`src/shared/tmc_pkg.sv`:
```
package tmc_pkg;

    // ----------------------------------------
    // timing
    // ----------------------------------------
    localparam int unsigned CLK_PERIOD_NS = 10;
    localparam int unsigned MC_OSC_PERIODS = 12;
    localparam int unsigned MC_TIME_NS = MC_OSC_PERIODS * CLK_PERIOD_NS;
    localparam int unsigned MC_CLKS = MC_TIME_NS / CLK_PERIOD_NS;

    // ----------------------------------------
    // register map
    // ----------------------------------------
    localparam int unsigned ADDR_W = 8;
    localparam logic [7:0] ADDR_MODE = 8'h00;
    localparam logic [7:0] ADDR_CTRL = 8'h04;
    localparam logic [7:0] ADDR_LOW0 = 8'h08;
    localparam logic [7:0] ADDR_HIGH0 = 8'h0C;
    localparam logic [7:0] ADDR_LOW1 = 8'h10;
    localparam logic [7:0] ADDR_HIGH1 = 8'h14;

    // ----------------------------------------
    // fields
    // ----------------------------------------
    localparam int unsigned MODE_TMR0_LSB = 0;
    localparam int unsigned MODE_TMR1_LSB = 4;
    localparam int unsigned FLD_GATE = 3;
    localparam int unsigned FLD_CT = 2;
    localparam int unsigned FLD_MODE_HIGH = 1;
    localparam int unsigned FLD_MODE_LOW = 0;
    localparam int unsigned CTL_RUN0 = 4;
    localparam int unsigned CTL_OVF0 = 5;
    localparam int unsigned CTL_RUN1 = 6;
    localparam int unsigned CTL_OVF1 = 7;

    // ----------------------------------------
    // reset values
    // ----------------------------------------
    localparam logic [7:0] MODE_RST = 8'h00;
    localparam logic [7:0] COUNT_RST = 8'h00;
    localparam logic [1:0] FLAG_RST = 2'h0;

    typedef enum logic [1:0] {
        MODE_13BIT = 2'b00,
        MODE_16BIT = 2'b01,
        MODE_RELOAD = 2'b10,
        MODE_SPLIT = 2'b11
    } tmc_mode_e;

    typedef enum logic [1:0] {
        APB_IDLE = 2'b01,
        APB_RESP = 2'b10
    } tmc_apb_e;

endpackage

```
`src/core/tmc_sync.sv`:
```
module tmc_sync #(
    parameter int unsigned WIDTH = 1
) (
    input wire logic clk,
    input wire logic rst_n,
    input wire logic [WIDTH-1:0] din,
    output logic [WIDTH-1:0] dout
);
    logic [WIDTH-1:0] meta_q;

    if (WIDTH < 1) begin : g_bad
        $error("tmc_sync: WIDTH must be at least 1");
    end

    // ----------------------------------------
    // two-stage synchroniser
    // ----------------------------------------
    always_ff @(posedge clk or negedge rst_n) begin
        if (!rst_n) begin
            meta_q <= '0;
            dout <= '0;
        end else begin
            meta_q <= din;
            dout <= meta_q;
        end
    end
endmodule

```
`src/core/tmc_edge.sv`:
```
module tmc_edge (
    input wire logic clk,
    input wire logic rst_n,
    input wire logic tick,
    input wire logic pin_s,
    output logic fall_q
);
    logic smp_q;
    logic smp_d;
    logic fall_d;

    // ----------------------------------------
    // falling edge seen across two samples
    // ----------------------------------------
    always_comb begin
        smp_d = smp_q;
        fall_d = fall_q;
        if (tick) begin
            smp_d = pin_s;
            fall_d = smp_q & ~pin_s;
        end
    end

    always_ff @(posedge clk or negedge rst_n) begin
        if (!rst_n) begin
            smp_q <= 1'b0;
            fall_q <= 1'b0;
        end else begin
            smp_q <= smp_d;
            fall_q <= fall_d;
        end
    end
endmodule

```
`src/core/tmc_timer_counters.sv`:
```
// Summary of operation
// - timer function counts once per machine cycle of twelve clocks.
// - counter function samples pin each machine cycle, counts high-then-low.
// - count from a detected fall shows in the following machine cycle.
// - edge recognition takes two machine cycles, so at most clk/24.
// - each timer has four modes from its own two-bit mode field.
// - mode 0 is 13-bit: high byte over low five bits of low byte.
// - rollover from all ones sets that timer's overflow flag, except timer 1 while timer 0 is split.
// - input counts only when run set and gate clear or irq pin high.
// - setting the run flag leaves the count unchanged.
// - mode 1 is a full 16-bit counter without prescaler.
// - mode 2 counts low byte, reloads it from high byte on overflow.
// - timer 0 mode 3 splits into two 8-bit counters.
// - split low byte uses all timer 0 controls and flag.
// - split high byte counts cycles, run by timer 1 run, sets flag 1.
// - during split, timer 1 stops in its own mode 3, else runs.
// - two independent 16-bit timer/counters, each timer or counter.
// - select bit clear picks machine cycles, set picks count pin.
// - mode and run flag changes apply only at machine cycle end; overflow flag writes apply at once.
// - timer 1 entering mode 3 stops its counting.
// - overflow flag set raises that timer's interrupt request.
module tmc_timer_counters #(
    parameter int unsigned MC_DIV = tmc_pkg::MC_CLKS
) (
    input wire logic pclk,
    input wire logic presetn,
    input wire logic psel,
    input wire logic penable,
    input wire logic pwrite,
    input wire logic [tmc_pkg::ADDR_W-1:0] paddr,
    input wire logic [31:0] pwdata,
    output logic [31:0] prdata,
    output logic pready,
    output logic pslverr,
    input wire logic count_pin_zero,
    input wire logic count_pin_one,
    input wire logic ext_irq_pin_zero,
    input wire logic ext_irq_pin_one,
    output logic irq_timer_zero,
    output logic irq_timer_one
);
    import tmc_pkg::*;

    localparam int MCW = (MC_DIV > 1) ? $clog2(MC_DIV) : 1;

    if (MC_DIV < 2) begin : g_bad
        $error("tmc_timer_counters: MC_DIV must be at least 2");
    end

    // ----------------------------------------
    // state
    // ----------------------------------------
    logic [MCW-1:0] mc_cnt_q, mc_cnt_d;
    logic tick;
    logic [3:0] pins_s;
    logic [1:0] fall;
    logic [7:0] mode_q, mode_d, mode_act_q, mode_act_d;
    logic [1:0] run_q, run_d, run_act_q, run_act_d;
    logic [1:0] ovf_q, ovf_d, ovf_set;
    logic [1:0][7:0] low_q, low_d, high_q, high_d;
    logic [1:0] en;
    logic [16:0] step0, step1;
    logic [8:0] split_hi;
    tmc_mode_e md0, md1;
    tmc_apb_e apb_q, apb_d;
    logic pready_q, pready_d, pslverr_q, pslverr_d;
    logic [31:0] prdata_q, prdata_d, rd_data;
    logic rd_hit, wr_go;

    // ----------------------------------------
    // pins and machine cycle
    // ----------------------------------------
    tmc_sync #(
        .WIDTH(4)
    ) u_sync (
        .clk(pclk),
        .rst_n(presetn),
        .din({ext_irq_pin_one, ext_irq_pin_zero,
              count_pin_one, count_pin_zero}),
        .dout(pins_s)
    );

    tmc_edge u_edge0 (
        .clk(pclk),
        .rst_n(presetn),
        .tick(tick),
        .pin_s(pins_s[0]),
        .fall_q(fall[0])
    );

    tmc_edge u_edge1 (
        .clk(pclk),
        .rst_n(presetn),
        .tick(tick),
        .pin_s(pins_s[1]),
        .fall_q(fall[1])
    );

    assign tick = (mc_cnt_q == MCW'(MC_DIV - 1));

    always_comb begin
        mc_cnt_d = tick ? '0 : MCW'(mc_cnt_q + 1'b1);
    end

    // ----------------------------------------
    // count step per mode
    // ----------------------------------------
    function automatic logic [16:0] tmc_step(input logic [1:0] m,
                                             input logic [7:0] hi,
                                             input logic [7:0] lo);
        logic [13:0] c13;
        logic [16:0] c16;
        logic [8:0] c8;
        c13 = {1'b0, hi, lo[4:0]} + 14'h0001;
        c16 = {1'b0, hi, lo} + 17'h00001;
        c8 = {1'b0, lo} + 9'h001;
        case (m)
            MODE_13BIT: tmc_step = {c13[13], c13[12:5], lo[7:5], c13[4:0]};
            MODE_16BIT: tmc_step = c16;
            MODE_RELOAD: tmc_step = {c8[8], hi, c8[8] ? hi : c8[7:0]};
            default: tmc_step = {c8[8], hi, c8[7:0]};
        endcase
    endfunction

    assign md0 = tmc_mode_e'(mode_act_q[MODE_TMR0_LSB+:2]);
    assign md1 = tmc_mode_e'(mode_act_q[MODE_TMR1_LSB+:2]);
    assign step0 = tmc_step(md0, high_q[0], low_q[0]);
    assign step1 = tmc_step(md1, high_q[1], low_q[1]);
    assign split_hi = {1'b0, high_q[0]} + 9'h001;

    // ----------------------------------------
    // counters
    // ----------------------------------------
    always_comb begin
        // controls applied at machine cycle end
        mode_act_d = tick ? mode_q : mode_act_q;
        run_act_d = tick ? run_q : run_act_q;
        for (int i = 0; i < 2; i++) begin
            // select machine cycles or pin edge
            en[i] = tick & run_act_q[i]
                & (~mode_act_q[4*i+FLD_GATE] | pins_s[2+i])
                & (~mode_act_q[4*i+FLD_CT] | fall[i]);
        end
        low_d = low_q;
        high_d = high_q;
        ovf_set = 2'b00;
        if (md0 == MODE_SPLIT) begin
            // low byte on timer 0 controls
            if (en[0]) begin
                low_d[0] = step0[7:0];
                ovf_set[0] = step0[16];
            end
            // high byte on run one, flag one
            if (tick && run_act_q[1]) begin
                high_d[0] = split_hi[7:0];
                ovf_set[1] = split_hi[8];
            end
        end else if (en[0]) begin
            {high_d[0], low_d[0]} = step0[15:0];
            ovf_set[0] = step0[16];
        end
        // timer 1 runs unless in own mode 3
        if (md1 != MODE_SPLIT && en[1]) begin
            {high_d[1], low_d[1]} = step1[15:0];
            if (md0 != MODE_SPLIT) begin
                ovf_set[1] = step1[16];
            end
        end
        mode_d = mode_q;
        run_d = run_q;
        ovf_d = ovf_q;
        if (wr_go) begin
            case (paddr)
                ADDR_MODE: mode_d = pwdata[7:0];
                ADDR_CTRL: begin
                    run_d = {pwdata[CTL_RUN1], pwdata[CTL_RUN0]};
                    ovf_d = {pwdata[CTL_OVF1], pwdata[CTL_OVF0]};
                end
                ADDR_LOW0: low_d[0] = pwdata[7:0];
                ADDR_HIGH0: high_d[0] = pwdata[7:0];
                ADDR_LOW1: low_d[1] = pwdata[7:0];
                ADDR_HIGH1: high_d[1] = pwdata[7:0];
                default: ;
            endcase
        end
        ovf_d = ovf_d | ovf_set;
    end

    always_ff @(posedge pclk or negedge presetn) begin
        if (!presetn) begin
            mc_cnt_q <= '0;
            mode_q <= MODE_RST;
            mode_act_q <= MODE_RST;
            run_q <= FLAG_RST;
            run_act_q <= FLAG_RST;
            ovf_q <= FLAG_RST;
            low_q <= {2{COUNT_RST}};
            high_q <= {2{COUNT_RST}};
        end else begin
            mc_cnt_q <= mc_cnt_d;
            mode_q <= mode_d;
            mode_act_q <= mode_act_d;
            run_q <= run_d;
            run_act_q <= run_act_d;
            ovf_q <= ovf_d;
            low_q <= low_d;
            high_q <= high_d;
        end
    end

    // ----------------------------------------
    // apb slave
    // ----------------------------------------
    assign wr_go = (apb_q == APB_RESP) & psel & penable & pwrite;

    always_comb begin
        rd_hit = 1'b1;
        rd_data = 32'h00000000;
        case (paddr)
            ADDR_MODE: rd_data[7:0] = mode_q;
            ADDR_CTRL: begin
                rd_data[CTL_RUN0] = run_q[0];
                rd_data[CTL_OVF0] = ovf_q[0];
                rd_data[CTL_RUN1] = run_q[1];
                rd_data[CTL_OVF1] = ovf_q[1];
            end
            ADDR_LOW0: rd_data[7:0] = low_q[0];
            ADDR_HIGH0: rd_data[7:0] = high_q[0];
            ADDR_LOW1: rd_data[7:0] = low_q[1];
            ADDR_HIGH1: rd_data[7:0] = high_q[1];
            default: rd_hit = 1'b0;
        endcase
        apb_d = apb_q;
        pready_d = 1'b0;
        pslverr_d = 1'b0;
        prdata_d = prdata_q;
        case (apb_q)
            APB_IDLE: begin
                if (psel && penable) begin
                    apb_d = APB_RESP;
                    pready_d = 1'b1;
                    pslverr_d = ~rd_hit;
                    prdata_d = pwrite ? 32'h00000000 : rd_data;
                end
            end
            APB_RESP: apb_d = APB_IDLE;
            default: apb_d = APB_IDLE;
        endcase
    end

    always_ff @(posedge pclk or negedge presetn) begin
        if (!presetn) begin
            apb_q <= APB_IDLE;
            pready_q <= 1'b0;
            pslverr_q <= 1'b0;
            prdata_q <= 32'h00000000;
        end else begin
            apb_q <= apb_d;
            pready_q <= pready_d;
            pslverr_q <= pslverr_d;
            prdata_q <= prdata_d;
        end
    end

    assign prdata = prdata_q;
    assign pready = pready_q;
    assign pslverr = pslverr_q;
    assign irq_timer_zero = ovf_q[0];
    assign irq_timer_one = ovf_q[1];
endmodule

```
`config.mk`:
```
export PLATFORM = sky130hd
export DESIGN_NAME = tmc_timer_counters
export DESIGN_NICKNAME = d
export VERILOG_FILES = /design/src/shared/tmc_pkg.sv /design/src/core/tmc_sync.sv /design/src/core/tmc_edge.sv /design/src/core/tmc_timer_counters.sv
export SDC_FILE = /design/constraint.sdc
export NUM_CORES = 1
export LEC_CHECK = 0
export ABC_AREA = 0
export BUFFER_PORTS_ARGS = -buffer_cell sky130_fd_sc_hd__buf_2
export CAP_MARGIN = 15
export CORE_UTILIZATION = 42
export CTS_CLUSTER_SIZE = 28
export DETAILED_ROUTE_END_ITERATION = 8
export PLACE_DENSITY_LB_ADDON = 0.15
export SLEW_MARGIN = 30
export SYNTH_ARGS = -nofsm -noshare
export SYNTH_HDL_FRONTEND = slang
export SYNTH_SLANG_ARGS = --single-unit
```
`constraint.sdc`:
```
create_clock -name pclk -period 7.4 [get_ports pclk]
set_clock_uncertainty 0.15 [all_clocks]
set_input_delay 0.37 -clock pclk [delete_from_list [all_inputs] [get_ports pclk]]
set_output_delay 0.37 -clock pclk [all_outputs]
set_load 0.1 [all_outputs]
```
=== Word-level counts from Yosys, hierarchy flattened ===
Cells that the tools add are included.

* Add/sub/neg operators: 8
* Eq/ne operators: 16
* Mux-type cells: 34
* Bitwise operators: 23
* Reductions and logical operators: 10

{| class="wikitable"
|+ Operators by type and width
! cell !! count
|-
| 2-to-1 mux 8 bit || 13
|-
| one-hot mux 17 bit (3 select lines) || 2
|-
| adder 16 x 1 -> 17 bit (second input constant) || 2
|-
| 2-to-1 mux 16 bit || 2
|-
| adder 13 x 1 -> 14 bit (second input constant) || 2
|-
| adder 8 x 1 -> 9 bit (second input constant) || 3
|-
| one-hot mux 4 bit (6 select lines) || 1
|-
| one-hot mux 4 bit (5 select lines) || 1
|-
| equality test 8 x 4 -> 1 bit (second input constant) || 2
|-
| equality test 8 x 5 -> 1 bit (second input constant) || 2
|-
| AND 1 bit || 11
|-
| 2-to-1 mux 1 bit || 10
|-
| equality test 2 bit (second input constant) || 4
|-
| equality test 8 x 3 -> 1 bit (second input constant) || 1
|-
| logical NOT 8 bit || 1
|-
| 2-to-1 mux 2 bit || 4
|-
| inverter 1 bit || 7
|-
| equality test 2 x 1 -> 1 bit (second input constant) || 3
|-
| != test 2 bit (second input constant) || 3
|-
| AND reduction 2 bit || 3
|-
| OR reduction 6 bit || 1
|-
| adder 4 x 1 -> 4 bit (second input constant) || 1
|-
| equality test 4 bit (second input constant) || 1
|-
| logical NOT 2 bit || 2
|-
| other kinds (4) || 9
|}

* Flip-flop bits (word level): 106
* Input port bits: 49
* Logic and storage cells: 111

=== Logic depth before layout (Yosys ltp) ===
* Depth in word-level cells: 8
* Depth in mapped cells: 9
* Depth with buffers taken out: 7

=== By module ===
From an unflattened synthesis, not the netlist that was laid out.

* Cell total of the unflattened synthesis: 616
* Area total of the unflattened synthesis: 5,327.6 um^2

{| class="wikitable"
|+ By module, submodules not included
! module !! instances !! cells each !! area each (um^2) !! sequential area each (um^2)
|-
| tmc_timer_counters || 1 || 596 || 4,964.8 || 1,752.9
|-
| tmc_sync || 1 || 8 || 200.2 || 200.2
|-
| tmc_edge || 2 || 6 || 81.3 || 50.0
|}

=== Worst setup path after synthesis ===
OpenSTA, ideal clock, no wires.

* Kind: register to register
* Start point: reg mc_cnt_q[0]
* End point: reg high_q[14] in the netlist's numbering
* Arrival time: 2.294 ns
* Setup slack: 4.891 ns
* Stages on the path, launching flop included: 9
* Cells stage by stage: dfrtp_1 ha_1 nand4b_4 or4_4 buf_6 or4_1 a21o_1 o2111ai_1 o21a_1

{| class="wikitable"
|+ RTL lines
! element !! line !! text
|-
| start, declared || tmc_timer_counters.sv:53 || <nowiki>logic [MCW-1:0] mc_cnt_q, mc_cnt_d;</nowiki>
|-
| start signal, assigned || tmc_timer_counters.sv:200 || <nowiki>mc_cnt_q <= mc_cnt_d;</nowiki>
|-
| end signal, assigned || tmc_timer_counters.sv:198 || <nowiki>high_q <= {2{COUNT_RST}};</nowiki>
|-
| end signal, assigned || tmc_timer_counters.sv:207 || <nowiki>high_q <= high_d;</nowiki>
|-
| end, declared || tmc_timer_counters.sv:60 || <nowiki>logic [1:0][7:0] low_q, low_d, high_q, high_d;</nowiki>
|}

==> flow_metrics.py <==
metrics = {
    "cells_and_area": {
        "diodes": 0,
        "num-nets-final": 690,
        "layout-drive-gt1-share": 0.130,
        "area_growth_pct": 9.32,
        "final_common_cell": "nand2_1",
        "layout_common_cells": "97 x nand2_1, 81 x dfrtp_1, 49 x o21ai_0",
    },
    "sta": {
        "maxSlewHeadroom": 0.493,
        "hold_violations": 0,
        "finalSetupViolCount": 0,
        "post-route-min-period_ns": 3.47,
        "whs_ns": 0.150,
        "finalCritPeriodShare": 0.469,
        "setup_tns_ns": 0,
        "fmax_ghz": 0.288,
        "rsz0062_at_grt": "no",
        "drv_slew": 0,
        "worst_pin_slew_ns": 0.761,
    },
    "critical_path": {
        "cp.arrival_ns": 3.57,
        "crit_start": "mc_cnt_q[0]",
        "rr_startpoint": "mc_cnt_q[0]",
        "crit_type": "reg -> reg",
        "startpoint_type": "flip-flop",
        "worstPathMaxFanout": 17,
        "required_ns": 7.50,
        "critPathCaptureType": "flip-flop",
    },
    "global_route": {
        "gr-usage-all-layers": 0.239,
        "grt_pass1_vias": 4530,
        "grt_pass1_wl_um": 23800,
        "grt_start_max_net_pins": 74,
        "grt-ovfl-total": 0,
        "antenna_found_initial": 0,
    },
    "placed_design": {
        "io_buffers": 36,
        "hpwlAfterDp_um": 10300,
        "gp_congestion": 0.892,
    },
    "floorplan": {
        "ios": 85,
        "fp.dieArea_mm2": 0.0131,
        "core_area_mm2": 0.0122,
        "rows": 40,
        "die_h_um": 114,
        "die_w_um": 114,
        "start_util": 0.436,
    },
    "clock_tree": {
        "cts-root-buf": "clkbuf_16",
        "cts_htree_levels": 3,
        "cts.sinks": 82,
        "clk_latency_ns": 0.35,
        "cts_tree": "yes",
        "cts_buffer_depth": 2,
        "numCtsBuffers": 9,
        "path_clk_slew_ns": 0.06,
        "post_cts_buffers": 0,
    },
    "logic_synthesis": {
        "yosys_most_used_dff": "dfrtp_1",
        "syn_inst": 620,
        "ys_ff_latch": 82,
        "syn-cell-area_mm2": 0.00530,
        "synth_async_sr_flop_share": 1.00,
        "avgSynthCellArea_um2": 8.55,
        "ys_warn_count": 0,
        "seq_area_frac_synth": 0.387,
        "ys_types": 66,
        "synth-edff-count": 0,
    },
    "power": {
        "max-vdd-ir-drop_uv": 129,
        "power.leakage_nw": 2.52,
        "power_density_mw_per_mm2": 168,
    },
    "routing": {
        "viasPerCell": 5.89,
        "drc": 0,
        "vias": 4753,
        "finalWirelength_um": 14700,
        "wl_per_cell_um": 18.2,
        "drt_iter0_markers": 532,
        "dr.pass1.iters": 5,
        "drtAntennaViolNets": 0,
    },
    "worst_hold_path": {
        "holdCritStartpoint": "pwdata[1]",
        "min_path_type": "in -> reg",
    },
    "run_status": {
        "status": "complete, no violations",
    },
    "run": {
        "max_cap_violations": 0,
    },
}
## sequential cells by signal (all words and copies together) (netlist names), 2 cells and up
register / count
high_q: 16
low_q: 16
mode_act_q: 8
mode_q: 8
prdata: 8
mc_cnt_q: 4
u_sync.dout: 4
u_sync.meta_q: 4
apb_q: 2
ovf_q: 2
run_act_q: 2
run_q: 2
## metal layers
metal  vias up  share of wire  track usage
met3        22          0.060       0.0614
li1       2249              -            -
met4         0          0.022       0.0762
met2       198           0.47        0.380
met1      2284           0.45        0.320
met5         -              0            0
## worst max-delay path, cell delays in order (launching register included)
cell	delay, ns
dfrtp_1	0.36
ha_1	0.28
and3b_1	0.60
nand4_1	0.68
a211oi_1	0.73
o21ai_0	0.22
xor2_1	0.17
o21ai_0	0.18
## Yosys cell counts (7+ instances only)
cell type / instances / area (um2)
nand4_1: 12 / 75.1
nor4_1: 7 / 43.8
nor3_1: 21 / 105
buf_4: 24 / 180
nor2_1: 42 / 158
mux2_2: 18 / 203
dfrtp_1: 81 / 2030
nand3_1: 28 / 140
or3_1: 7 / 43.8
inv_1: 12 / 45.0
mux2i_1: 17 / 170
clkbuf_1: 30 / 113
and4_1: 8 / 70.1
a21oi_1: 38 / 190
o21ai_0: 49 / 245
nand2_1: 97 / 364
a211oi_1: 7 / 52.6
a31oi_1: 7 / 43.8
## power by group
group | internal [mW] | switching [mW] | total, mW
combinational | 0.0163 | 0.0917 | 0.108
sequential | 0.454 | 0.00282 | 0.457
clock | 0.240 | 0.167 | 0.407
## worst paths after layout
path,cells after the start,slack (ns),endpoint
worst min-delay path,3,0.15,low_q[1]
worst max register to register,7,3.93,high_q[2]
min in group asynchronous,2,0.26,high_q[15]
worst min register to register,0,0.20,u_sync.dout[3]
max in group asynchronous,3,5.95,u_sync.meta_q[3]
worst max-delay path,7,3.93,high_q[2]
## repair_timing
item                       4_1_cts  5_1_grt
hold endpoints to repair        13        0
hold buffers                     5        0
setup endpoints to repair        0        0
gates resized for setup          0        0
## area by class of cell
class / instances / area (um2)
Tap cell: 168 / 210
Fill cell: 1190 / 6360
Timing Repair Buffer: 44 / 259
Multi-Input combinational cell: 488 / 2970
Inverter: 12 / 45.0
Clock buffer: 13 / 260
Sequential cell: 82 / 2050
## stage by stage
step           worst slack (ns)  area (um2)  total power, mW  std cells  utilization
6_report                   3.93        5800            0.972        807        0.477
5_1_grt                    3.61        5800             1.01        807        0.477
3_3_place_gp               4.01        5480            0.570        789        0.451
4_1_cts                    3.95        5790            0.988        807        0.476
2_1_floorplan              4.89        5390            0.554        643            -
3_5_place_dp               3.97        5480            0.571        789        0.451
## logic make-up (layout without fill, tap and decap cells)
group | Yosys count | count (layout) | synth area share
flip-flops | 82 | 82 | 0.387
adder cells (fa/ha/maj) | 4 | 4 | 0.00944
multiplexers | 39 | 39 | 0.0873
other | 1 | 24 | 0.000707
AO/OA/AOI/OAI | 156 | 156 | 0.185
XOR/XNOR | 10 | 10 | 0.0165
buffers and inverters | 73 | 69 | 0.0701
AND/OR/NAND/NOR | 255 | 255 | 0.244
Note: power is estimated with default switching activity, not from simulation.
